## src/buck_seq_pkg.sv

```systemverilog
// Package of constants and types for the converter enable sequencer
package buck_seq_pkg;

   // -----------------------------------------------------------------
   // Clock and timing
   // -----------------------------------------------------------------
   localparam int CLK_MHZ            = 250;
   localparam int MIN_OFF_TIME_NS    = 150;
   localparam int DUTY_WINDOW_US     = 12;
   localparam int SOFT_START_MS      = 4;
   localparam int OV_DISABLE_US      = 3;
   localparam int HOLDOFF_US         = 100;
   // Least times round up, longest round down
   localparam int MIN_OFF_CYCLES     = (MIN_OFF_TIME_NS * CLK_MHZ + 999) / 1000;
   localparam int DUTY_WINDOW_CYCLES = DUTY_WINDOW_US * CLK_MHZ;
   localparam int SOFT_START_CYCLES  = SOFT_START_MS * 1000 * CLK_MHZ;
   localparam int OV_DISABLE_CYCLES  = OV_DISABLE_US * CLK_MHZ;
   localparam int HOLDOFF_CYCLES     = HOLDOFF_US * CLK_MHZ;

   // -----------------------------------------------------------------
   // Output voltage select and soft-start code
   // -----------------------------------------------------------------
   localparam int          VSEL_W       = 3;
   localparam logic [2:0]  VSEL_RESET   = 3'h2;
   localparam int          RAMP_W       = 10;
   localparam logic [9:0]  RAMP_FULL    = 10'h3FF;

   // -----------------------------------------------------------------
   // Sequencer states
   // -----------------------------------------------------------------
   typedef enum logic [2:0]
   {
      ST_STANDBY = 3'b000,
      ST_WAIT_EN = 3'b001,
      ST_HOLDOFF = 3'b010,
      ST_RAMP    = 3'b011,
      ST_RUN     = 3'b100,
      ST_OV_OFF  = 3'b101
   } seq_state_t;

endpackage

```

## src/seq_timer_if.sv

```systemverilog
// Interface between the sequencer and its down-counting timer
`timescale 1ns/1ps
interface seq_timer_if #(parameter int W = 24);
   logic         load;
   logic [W-1:0] value;
   logic         done;
   modport ctrl (output load, output value, input done);
   modport tmr  (input load, input value, output done);
endinterface

```

## src/seq_timer.sv

```systemverilog
// Loadable down counter with a registered expiry flag
`timescale 1ns/1ps
module seq_timer #(parameter int W = 24)
(
   // Clock and reset
   input  wire logic clk_sys,
   input  wire logic rst_b,
   // Control
   seq_timer_if.tmr  t
);
   logic [W-1:0] cnt_reg;
   logic [W-1:0] cnt_next;
   logic         done_reg;
   logic         done_next;

   always_comb
   begin
      cnt_next  = cnt_reg;
      done_next = 1'b0;
      if (t.load)
      begin
         cnt_next = t.value;
      end
      else if (cnt_reg != '0)
      begin
         cnt_next  = cnt_reg - 1'b1;
         done_next = (cnt_reg == W'(1));
      end
   end

   always_ff @(posedge clk_sys or negedge rst_b)
   begin
      if (!rst_b)
      begin
         cnt_reg  <= '0;
         done_reg <= 1'b0;
      end
      else
      begin
         cnt_reg  <= cnt_next;
         done_reg <= done_next;
      end
   end

   assign t.done = done_reg;
endmodule

```

## src/buck_enable_sequencer.sv

```systemverilog
// Enable, start-up and restart sequencing for the step-down converter
// Notes on behaviour
// [RULE_01] - Low system enable without hold: regulators off, standby
// [RULE_02] - Converter runs while converter enable pin high
// [RULE_03] - Low pin overrides register enable command
// [RULE_04] - Pin low at system enable rise: wait
// [RULE_05] - Clamp overvoltage opens USB data switches
// [RULE_06] - Logic regulator starts: system enable and supply ok
// [RULE_07] - Logic undervoltage holds all control disabled; fixed_freq_mode is not gated by it
// [RULE_08] - Persistent minimum off-time forces periodic low-side pulse
// [RULE_09] - Three-bit output voltage select, default 5.1V
// [RULE_10] - Soft-start ramp to 5.15V over 4ms
// [RULE_11] - Disable discharges output sense, except overvoltage
// [RULE_12] - Discharge starts hold-off; no restart until expiry
// [RULE_13] - No enforced power-up order among enables, clamp
// [RULE_14] - Host should raise clamp supply before enable
// [RULE_15] - Host holds clamp supply for USB data
// [RULE_16] - Current limit; skip moves to fixed frequency
// [RULE_17] - Dropout: high duty mode, capped near 98%
// [RULE_18] - Sense overvoltage: off after 3us, restart, no discharge
// [RULE_19] - Charger profile change resets converter
// [RULE_20] - Hold-off time and hold mode are parameters
`timescale 1ns/1ps
module buck_enable_sequencer
   import buck_seq_pkg::*;
#(
   parameter int  HOLDOFF_CNT  = buck_seq_pkg::HOLDOFF_CYCLES,
   parameter int  SOFT_CNT     = buck_seq_pkg::SOFT_START_CYCLES,
   parameter int  WINDOW_CNT   = buck_seq_pkg::DUTY_WINDOW_CYCLES,
   parameter bit  HOLD_MODE    = 1'b0
)
(
   // Clock and reset
   input  wire logic                     clk_sys,
   input  wire logic                     rst_b,
   // Enables and supply comparators (asynchronous)
   input  wire logic                     system_enable_pin,
   input  wire logic                     converter_enable_pin,
   input  wire logic                     reg_enable,
   input  wire logic                     switch_supply_ok,
   input  wire logic                     logic_uv,
   input  wire logic                     clamp_ov,
   input  wire logic                     sense_ov,
   input  wire logic                     charger_profile_select,
   input  wire logic                     charger_profile_bit,
   // Cycle monitor (asynchronous)
   input  wire logic                     min_off_cycle,
   input  wire logic                     current_limit,
   input  wire logic                     load_present,
   input  wire logic                     output_low,
   // Configuration
   input  wire logic [buck_seq_pkg::VSEL_W-1:0] vsel_in,
   input  wire logic                     vsel_write,
   // Outputs
   output logic                          regulators_on,
   output logic                          standby,
   output logic                          control_enable,
   output logic                          converter_run,
   output logic                          data_switch_closed,
   output logic                          discharge_on,
   output logic                          low_side_force,
   output logic                          high_side_block,
   output logic                          fixed_freq_mode,
   output logic                          high_duty_mode,
   output logic [buck_seq_pkg::VSEL_W-1:0] output_voltage_select,
   output logic [buck_seq_pkg::RAMP_W-1:0] soft_start_level,
   output logic [2:0]                    seq_state
);
   import buck_seq_pkg::*;

   // Timer width follows the ramp count, so the shorter loads must fit in it
   if (HOLDOFF_CNT < 1 || SOFT_CNT <= int'(RAMP_FULL) || WINDOW_CNT <= MIN_OFF_CYCLES ||
       HOLDOFF_CNT > SOFT_CNT || OV_DISABLE_CYCLES > SOFT_CNT)
   begin : g_bad_timing
      $error("buck_enable_sequencer: bad timing parameter");
   end

   // -----------------------------------------------------------------
   // Input synchronisers
   // -----------------------------------------------------------------
   localparam int NS = 13;
   logic [NS-1:0] s1_reg;
   logic [NS-1:0] s2_reg;
   // Enables and clamp accepted in any arrival order [RULE_13]
   always_ff @(posedge clk_sys or negedge rst_b)
   begin
      if (!rst_b)
      begin
         s1_reg <= '0;
         s2_reg <= '0;
      end
      else
      begin
         s1_reg <= {system_enable_pin, converter_enable_pin, reg_enable,
                    switch_supply_ok, logic_uv, clamp_ov, sense_ov,
                    charger_profile_select, charger_profile_bit,
                    min_off_cycle, current_limit, load_present, output_low};
         s2_reg <= s1_reg;
      end
   end
   logic sen, cen, ren, sok, luv, cov, sov, cps, cpb, moff, ilim, ldp, olow;
   assign {sen, cen, ren, sok, luv, cov, sov, cps, cpb, moff, ilim, ldp, olow} = s2_reg;

   // -----------------------------------------------------------------
   // Timer shared by hold-off and overvoltage delay
   // -----------------------------------------------------------------
   localparam int TW = $clog2(SOFT_CNT + 1);
   seq_timer_if #(.W(TW)) tif ();
   seq_timer #(.W(TW)) u_timer
   (
      .clk_sys (clk_sys),
      .rst_b   (rst_b),
      .t       (tif.tmr)
   );

   // -----------------------------------------------------------------
   // Sequencer
   // -----------------------------------------------------------------
   seq_state_t       st_reg, st_next;
   logic             sen_d_reg, sen_d_next;
   logic             arm_reg, arm_next;
   logic             prof_reg, prof_next;
   logic             dis_reg, dis_next;
   logic [RAMP_W-1:0] ramp_reg, ramp_next;
   logic [TW-1:0]    step_reg, step_next;
   logic [VSEL_W-1:0] vsel_reg, vsel_next;
   logic             reg_on, ctl_on, want, prof_chg;
   localparam logic [TW-1:0] STEP = TW'(SOFT_CNT / 1024);

   always_comb
   begin
      reg_on   = sen || HOLD_MODE;                                  // [RULE_01] [RULE_20]
      ctl_on   = reg_on && sok && !luv;                             // [RULE_06] [RULE_07]
      want     = cen && ren && arm_reg;                             // [RULE_02] [RULE_03]
      st_next    = st_reg;
      sen_d_next = sen;
      arm_next   = arm_reg;
      prof_next  = cps ^ cpb;
      dis_next   = dis_reg;
      ramp_next  = ramp_reg;
      step_next  = step_reg;
      vsel_next  = vsel_write ? vsel_in : vsel_reg;                 // [RULE_09]
      tif.load   = 1'b0;
      tif.value  = '0;
      prof_chg   = (cps ^ cpb) != prof_reg;
      if (sen && !sen_d_reg && !cen)
         arm_next = 1'b0;                                           // [RULE_04]
      else if (cen)
         arm_next = 1'b1;
      if (!ctl_on)
      begin
         st_next   = reg_on ? ST_WAIT_EN : ST_STANDBY;
         dis_next  = 1'b0;
         ramp_next = '0;
      end
      else
      begin
         unique case (st_reg)
            ST_STANDBY, ST_WAIT_EN:
            begin
               if (want)
               begin
                  st_next   = ST_RAMP;
                  step_next = STEP;
                  ramp_next = '0;
               end
            end
            ST_HOLDOFF:
            begin
               if (tif.done)                                        // [RULE_12]
               begin
                  dis_next = 1'b0;
                  st_next  = ST_WAIT_EN;
               end
            end
            ST_RAMP, ST_RUN:
            begin
               if (!want || prof_chg)                               // [RULE_11] [RULE_19]
               begin
                  st_next   = ST_HOLDOFF;
                  dis_next  = 1'b1;
                  ramp_next = '0;
                  tif.load  = 1'b1;
                  tif.value = TW'(HOLDOFF_CNT);                     // [RULE_12]
               end
               else if (sov)
               begin
                  st_next   = ST_OV_OFF;
                  tif.load  = 1'b1;
                  tif.value = TW'(OV_DISABLE_CYCLES);               // [RULE_18]
               end
               else if (st_reg == ST_RAMP)
               begin
                  step_next = step_reg - 1'b1;                      // [RULE_10]
                  if (step_reg == TW'(1))
                  begin
                     step_next = STEP;
                     ramp_next = ramp_reg + 1'b1;
                     if (ramp_reg == RAMP_FULL - 1'b1)
                        st_next = ST_RUN;
                  end
               end
            end
            ST_OV_OFF:
            begin
               // Once really stopped, the restart soft-starts from zero
               if (tif.done)
                  ramp_next = '0;                                   // [RULE_10]
               if (!sov)
               begin
                  step_next = STEP;
                  st_next   = (ramp_reg == RAMP_FULL && !tif.done) ?
                              ST_RUN : ST_RAMP;                     // [RULE_18]
               end
               if (!want)
               begin
                  st_next   = ST_HOLDOFF;
                  dis_next  = 1'b1;
                  tif.load  = 1'b1;
                  tif.value = TW'(HOLDOFF_CNT);
               end
            end
            default:
               st_next = ST_STANDBY;
         endcase
      end
   end

   always_ff @(posedge clk_sys or negedge rst_b)
   begin
      if (!rst_b)
      begin
         st_reg    <= ST_STANDBY;
         sen_d_reg <= 1'b0;
         arm_reg   <= 1'b1;
         prof_reg  <= 1'b0;
         dis_reg   <= 1'b0;
         ramp_reg  <= '0;
         step_reg  <= '0;
         vsel_reg  <= VSEL_RESET;
      end
      else
      begin
         st_reg    <= st_next;
         sen_d_reg <= sen_d_next;
         arm_reg   <= arm_next;
         prof_reg  <= prof_next;
         dis_reg   <= dis_next;
         ramp_reg  <= ramp_next;
         step_reg  <= step_next;
         vsel_reg  <= vsel_next;
      end
   end

   // -----------------------------------------------------------------
   // Maximum duty monitor
   // -----------------------------------------------------------------
   localparam int WW = $clog2(WINDOW_CNT + 1);
   logic [WW-1:0] win_reg, win_next;
   logic [7:0]    pulse_reg, pulse_next;
   logic          running;
   logic          ovoff_reg;
   assign running = (st_reg == ST_RUN) || (st_reg == ST_RAMP) ||
                    (st_reg == ST_OV_OFF && !ovoff_reg && !tif.done);

   always_comb
   begin
      win_next   = win_reg;
      pulse_next = (pulse_reg != '0) ? pulse_reg - 1'b1 : pulse_reg;
      if (!running || !moff)
         win_next = '0;                                             // [RULE_08]
      else if (win_reg == WW'(WINDOW_CNT - 1))
      begin
         win_next   = '0;
         pulse_next = 8'(MIN_OFF_CYCLES);                           // [RULE_08]
      end
      else
         win_next = win_reg + 1'b1;
   end

   // -----------------------------------------------------------------
   // Registered outputs
   // -----------------------------------------------------------------
   always_ff @(posedge clk_sys or negedge rst_b)
   begin
      if (!rst_b)
      begin
         win_reg   <= '0;
         pulse_reg <= '0;
         ovoff_reg <= 1'b0;
         regulators_on         <= 1'b0;
         standby               <= 1'b1;
         control_enable        <= 1'b0;
         converter_run         <= 1'b0;
         data_switch_closed    <= 1'b0;
         discharge_on          <= 1'b0;
         low_side_force        <= 1'b0;
         high_side_block       <= 1'b0;
         fixed_freq_mode       <= 1'b0;
         high_duty_mode        <= 1'b0;
         output_voltage_select <= VSEL_RESET;
         soft_start_level      <= '0;
         seq_state             <= '0;
      end
      else
      begin
         win_reg   <= win_next;
         pulse_reg <= pulse_next;
         ovoff_reg <= (st_reg == ST_OV_OFF) && tif.done ? 1'b1 :
                      (st_reg == ST_OV_OFF) ? ovoff_reg : 1'b0;
         regulators_on      <= reg_on;                              // [RULE_01] [RULE_06]
         standby            <= !reg_on;                             // [RULE_01]
         control_enable     <= ctl_on;                              // [RULE_07]
         // Gated by control so it drops with standby, not a cycle later
         converter_run      <= running && ctl_on;                   // [RULE_02] [RULE_18]
         data_switch_closed <= ctl_on && !cov;                      // [RULE_05]
         discharge_on       <= dis_reg;                             // [RULE_11]
         low_side_force     <= pulse_next != '0;                    // [RULE_08] [RULE_17]
         high_side_block    <= ilim && running;                     // [RULE_16]
         fixed_freq_mode    <= ldp || ilim;                         // [RULE_16]
         high_duty_mode     <= running && olow;                     // [RULE_17]
         output_voltage_select <= vsel_reg;
         soft_start_level   <= (st_reg == ST_RUN) ? RAMP_FULL : ramp_reg; // [RULE_10]
         seq_state          <= st_reg;
      end
   end
endmodule

```

## config.mk

```make
export PLATFORM = sky130hd
export DESIGN_NAME = buck_enable_sequencer
export DESIGN_NICKNAME = d
export VERILOG_FILES = /design/src/buck_seq_pkg.sv /design/src/seq_timer_if.sv /design/src/seq_timer.sv /design/src/buck_enable_sequencer.sv
export SDC_FILE = /design/constraint.sdc
export NUM_CORES = 1
export LEC_CHECK = 0
export ABC_AREA = 1
export BUFFER_PORTS_ARGS = -buffer_cell sky130_fd_sc_hd__clkbuf_2
export CORE_MARGIN = 4
export CORE_UTILIZATION = 45
export DETAILED_ROUTE_END_ITERATION = 8
export PLACE_DENSITY = 0.69
export SYNTH_ARGS = -nofsm -noshare
export SYNTH_HDL_FRONTEND = slang
export SYNTH_SLANG_ARGS = --single-unit
```

## constraint.sdc

```tcl
create_clock -name clk_sys -period 1.8 [get_ports clk_sys]
set_clock_uncertainty 0.2 [all_clocks]
set_input_delay 0.36 -clock clk_sys [delete_from_list [all_inputs] [get_ports clk_sys]]
set_output_delay 0.36 -clock clk_sys [all_outputs]
set_load 0.1 [all_outputs]
```

======== Word level (Yosys, flattened, before mapping) ========
Cells that the tools add are included.
storage, ports and cells
  flip-flop bits (word level) ............. 133
  output and inout port bits .............. 26
  word-level logic and storage cells ...... 163
operators by class
  add/subtract/negate cells ............... 5
  eq/ne operators ......................... 31
  multiplexer cells ....................... 57
  bitwise logic cells ..................... 1
  reduce and logical (&&, ||, !) cells .... 42
operators by type and width
  operator                                                               count
  20-bit two-way mux                                                     8
  10-bit two-way mux                                                     9
  20-bit one-hot mux with 3 select lines                                 1
  15-bit two-way mux                                                     3
  20-bit by 1-bit == test with 1-bit output (second input constant)      2
  20-bit by 1-bit subtractor with 20-bit output (second input constant)  2
  3-bit two-way mux                                                      11
  10-bit one-hot mux with 3 select lines                                 1
  15-bit one-hot mux with 2 select lines                                 1
  12-bit two-way mux                                                     2
  8-bit two-way mux                                                      3
  10-bit == test (second input constant)                                 2
  20-bit nonzero test                                                    1
  4-bit != test (second input constant)                                  4
  8-bit nonzero test                                                     2
  1-bit two-way mux                                                      15
  5-bit != test (second input constant)                                  3
  1-bit logical AND                                                      14
  12-bit by 1-bit adder with 12-bit output (second input constant)       1
  12-bit == test (second input constant)                                 1
  2-bit != test (second input constant)                                  6
  3-bit one-hot mux with 4 select lines                                  1
  6-bit AND reduction                                                    2
  10-bit by 1-bit adder with 10-bit output (second input constant)       1
  19 further kinds                                                       40

======== Longest topological paths before layout ========
  depth in word-level cells ............... 8
  depth in mapped cells ................... 13
  mapped depth without buffers ............ 13

======== Modules after synthesis ========
A second synthesis with hierarchy kept.
second synthesis, totals
  cells, all modules ...................... 851
  area total of the unflattened synthesis .. 6,764.0 um^2
by module, submodules not included
  module                 instances  cells an instance  area each (um^2)
  buck_enable_sequencer  1          636                5,306.3
  seq_timer              1          215                1,457.6

======== Worst setup path after synthesis ========
OpenSTA, ideal clock, no wires.
  path kind ............................... register to register
  from .................................... register arm_reg
  to ...................................... register ramp_reg[9]
  setup time .............................. 0.117 ns
  arrival ................................. 1.533 ns
  slack ................................... -0.049 ns
  cell stages (with the launch flop) ...... 12
  path buffers ............................ 2
  clock period less this slack ............ 1.849 ns
  cell sequence ........................... dfstp_2 nand3_1 inv_1 nand3_2 buf_2 nor2_1 nand2_1 nand2_2 buf_6 inv_2 nand2_1 nand2_1
between the ends
  word-level cells in the longest chain between the ends .. 6
  elaborated cells between the ends (all ways) .. 11
  those cells by class .................... 4 x eq/ne; 3 x mux; 4 x reduce/logical
ends and longest elaborated chain
  element                                 RTL line                      text
  from (decl)                             buck_enable_sequencer.sv:121  logic arm_reg, arm_next;
  from (signal assigned)                  buck_enable_sequencer.sv:246  arm_reg <= arm_next;
  1-bit logical AND *                     buck_enable_sequencer.sv:134  want = cen && ren && arm_reg;
  1-bit logical NOT                       n/a
  1-bit logical OR                        buck_enable_sequencer.sv:178  if (!want || prof_chg)
  10-bit two-way mux                      buck_enable_sequencer.sv:178
  10-bit one-hot mux with 3 select lines  buck_enable_sequencer.sv:158  unique case (st_reg)
  10-bit two-way mux                      buck_enable_sequencer.sv:150  if (!ctl_on)
  to (signal assigned)                    buck_enable_sequencer.sv:249  ramp_reg <= ramp_next;
  to (decl)                               buck_enable_sequencer.sv:124  logic [RAMP_W-1:0] ramp_reg, ramp_next;
Every way passes the cells marked *; elsewhere a longest branch is shown, timed or not.
A chain may end at the register's enable or synchronous reset.

======== Worst setup path after layout ========
  from .................................... register st_reg[1]
  to ...................................... register step_reg[17]
between the ends
  word-level cells in the longest chain between the ends .. 4
  elaborated cells between the ends (all ways) .. 15
  those cells by class .................... 9 x eq/ne; 1 x mux; 5 x reduce/logical
ends and longest elaborated chain
  element                                                                      RTL line                                                    text
  from (decl)                                                                  buck_enable_sequencer.sv:119                                seq_state_t st_reg, st_next;
  from (signal assigned)                                                       buck_enable_sequencer.sv:244                                st_reg <= st_next;
  3-bit by 2-bit == test with 1-bit output, or another cell as far along       buck_enable_sequencer.sv:158, buck_enable_sequencer.sv:192
  2-bit OR reduction                                                           buck_enable_sequencer.sv:158
  2-bit != test (no source line) / 3-bit nonzero test (equally long branches)  n/a
  7-bit AND reduction (no source line)                                         n/a
  to (signal assigned)                                                         buck_enable_sequencer.sv:250                                step_reg <= step_next;
  to (decl)                                                                    buck_enable_sequencer.sv:125                                logic [TW-1:0] step_reg, step_next;
Parallel ways exist; a longest one is shown, timed or not.

==> flow_metrics.py <==
metrics = {
    "timing": {
        "fin_ws_ns": -0.116,
        "clock.fmax_ghz": 0.522,
        "drv_slew": 0,
        "finalCritPeriodShare_pct": 106,
        "fin_crit_ns": 1.92,
        "hold_viol": 0,
        "worst_pin_slew_ns": 0.558,
        "setup_viol": 41,
        "maxSlewHeadroom_pct": 63.0,
        "rsz0062_at_grt": "true",
    },
    "logic_synthesis": {
        "synth_compound_area_share_pct": 4.86,
        "synth_cells": 782,
        "synthTopCellsByCount": "nand2_1 (172), dfrtp_1 (129), nor2_1 (124)",
        "synth_mux_area_share_pct": 0.516,
        "synth_top_family_by_area": "simple AND/OR/NAND/NOR gates",
        "synthFlopType": "dfrtp_1",
        "synthArstFlopShare_pct": 100,
        "synth_top_area_cell": "dfrtp_1",
        "synth_area_per_cell_um2": 8.37,
        "synth-xor-area-share_pct": 5.89,
        "synth_top_area_share_pct": 49.3,
        "synth_area_leaders": "dfrtp_1 (49%), nand2_1 (9.9%), nor2_1 (7.1%)",
        "ys_ff_latch": 133,
        "synthesis.nets": 811,
        "synthSimpleGateAreaFrac_pct": 28.8,
        "yosysSeqAreaShare_pct": 50.9,
        "ys.warnings.count": 0,
        "synth_enable_flop_cells": 0,
        "synthAdderAreaFrac_pct": 1.91,
        "synth_most_common_cell": "nand2_1",
        "synth_area_mm2": 0.00655,
        "synth.distinct_cells": 36,
    },
    "placement": {
        "dp_hpwl_um": 10400,
        "pre_cts_ws_ns": -0.0785,
        "placed_cells": 1111,
        "gp_congestion": 0.928,
        "portBuffers": 44,
    },
    "setup_path": {
        "crit_required_ns": 1.89,
        "crit_start": "st_reg[1]",
        "criticalPathCategory": "register to register",
        "worstPathCellList": "buf_6 -> nand2_1 -> a21oi_2 -> nor2_1 -> nand3_2 -> nor2_4 -> nand2_4 -> buf_12 -> nand2_1 -> nand2_1",
        "crit_buf_inv": 2,
        "reg2reg_slack_ns": -0.12,
        "cp_common_cell": "nand2_1",
        "endpoint": "step_reg[17]",
        "r2r-start": "st_reg[1]",
        "cp-end-kind": "register",
        "worstReg2RegEnd": "step_reg[17]",
        "slowest_stage": "dfrtp_2",
        "critical_path.startpoint_type": "register",
        "critPathMaxFanout": 12,
        "worstSetupPathDepth": 10,
        "cpLargestDelayFamily": "simple AND/OR/NAND/NOR gates",
        "slowest_delay_ns": 0.47,
        "cp.arrival_ns": 2.01,
        "rr_worst_depth": 10,
    },
    "finish": {
        "area_growth_syn_to_layout_pct": 46.0,
        "drive_gt1_share_pct": 39.0,
        "fin_cells": 1189,
        "nNetsFinal": 1025,
        "diodes": 0,
    },
    "cts": {
        "clock_latency_ns": 0.42,
        "clock-sinks": 133,
        "clk_pin_slew_ns": 0.05,
        "ctsLongestPathBuffers": 2,
        "cts_root_buf": "clkbuf_16",
        "cts_tree": "yes",
        "cts_made_buffers": 17,
        "htree_levels": 4,
    },
    "global_routing": {
        "grt_pass1_vias": 5324,
        "grt_start_max_net_pins": 35,
        "grt_usage_pct": 18.8,
        "grt_antenna_before_repair": 0,
        "grt-ovfl-total": 0,
        "grt_pass1_wl_um": 25100,
    },
    "detailed_routing": {
        "vias": 5903,
        "firstDrtPassIters": 7,
        "drc": 0,
        "vias_per_cell": 4.96,
        "drt_iter0_drc": 435,
        "drt_wl_total_um": 16100,
        "drtAntennaViolNets": 0,
        "wl_per_cell_um": 13.6,
    },
    "power_and_ir_drop": {
        "peakVddDrop_mv": 0.737,
        "p_per_area_mw_per_mm2": 1050,
        "p_leak_uw": 0.00480,
    },
    "die": {
        "start_util_pct": 46.6,
        "die_area_mm2": 0.0165,
        "ios": 45,
        "die_h_um": 129,
        "die_w_um": 129,
        "core_mm2": 0.0140,
        "row_count": 43,
    },
    "status": {
        "outcome": "complete, but fails checks",
        "violations": "negative setup slack",
    },
    "flow_run": {
        "cap_viol_max_count": 0,
    },
    "min_path": {
        "hold_path.class": "primary input to register",
    },
}
-- timing repair --
item                                    in CTS  in global routing
setup buffers                                3                 23
cloned                                       0                  3
endpoints found under the hold margin      146                  0
pin swaps                                    3                 50
resized for setup                           36                165
hold buffers                                17                  0
endpoints found under the setup margin      58                 71
-- placed cells by master, fill, tap and decap left out, types with 6 or more instances in the layout --
cell type      count
nand2_4           11
nor2_4            17
ha_1               6
nor2_1            83
nand4_1           17
nor3_1             8
xor2_1            36
dlygate4sd3_1     17
o21ai_2           15
nand3_4            6
buf_12             7
clkbuf_16         18
inv_1             75
o21ai_1           18
dfrtp_1          124
inv_2             17
buf_6             17
buf_4            125
xnor2_1            8
nand2_2           23
nand3_1           56
nand2_1          145
nor3_2             9
nor2_2            29
clkbuf_2          36
nand3_2           11
o21ai_0            7
-- power by group --
group	total [µW]	internal [µW]	switching, µW	leakage (µW)
clock network	3590	2240	1360	0.000291
logic	2790	1280	1510	0.00280
registers	3660	3340	324	0.00171
-- cell families after synthesis --
| logic type | count (synthesis) |
|---|---|
| multiplexers | 3 |
| AND/OR/NAND/NOR | 428 |
| adder cells (fa/ha/maj) | 10 |
| flip-flops | 133 |
| XOR/XNOR | 44 |
| AO/OA/AOI/OAI | 53 |
| buffers and inverters | 111 |
-- worst min path at each step --
| stage | start | endpoint | cells past startpoint |
|---|---|---|---|
| final | vsel_write | vsel_reg[0] | 2 |
| after global routing | vsel_write | vsel_reg[1] | 2 |
| after CTS | vsel_write | vsel_reg[0] | 2 |
| after detailed placement | rst_b | step_reg[6] | 1 |
| after global placement | rst_b | step_reg[6] | 1 |
| after floorplan | rst_b | control_enable | 0 |
-- final cells by class --
| type | count | area (µm²) |
|---|---|---|
| tap | 180 | 225 |
| sequential | 133 | 3340 |
| clock inverter | 13 | 174 |
| fill | 1011 | 4490 |
| timing repair buffer | 207 | 1670 |
| clock buffer | 19 | 443 |
| multi-input combinational | 538 | 3290 |
| inverter | 99 | 404 |
-- per-stage QoR --
step	TNS, ns	util [%]	hold slack (ns)	cell area (µm²)	total power, µW
6_report	-2.02	68.0	0.0508	9550	10000
5_1_grt	-6.88	68.0	0.0536	9550	10600
4_1_cts	0	62.8	0.0326	8810	9650
3_5_place_dp	-1.99	56.1	0.0841	7880	5900
3_3_place_gp	-1.05	56.1	0.0890	7880	5870
2_1_floorplan	0	-	-0.136	6550	4900
-- layer usage --
metal | vias up | GRT usage, % | wire, µm
li1 | 2912 | - | -
met1 | 2793 | 26.6 | 7330
met2 | 164 | 28.6 | 7700
met5 | - | 0 | 0
met3 | 34 | 4.52 | 757
met4 | 0 | 6.42 | 342
No activity file was read; power rests on OpenSTA's default activity.
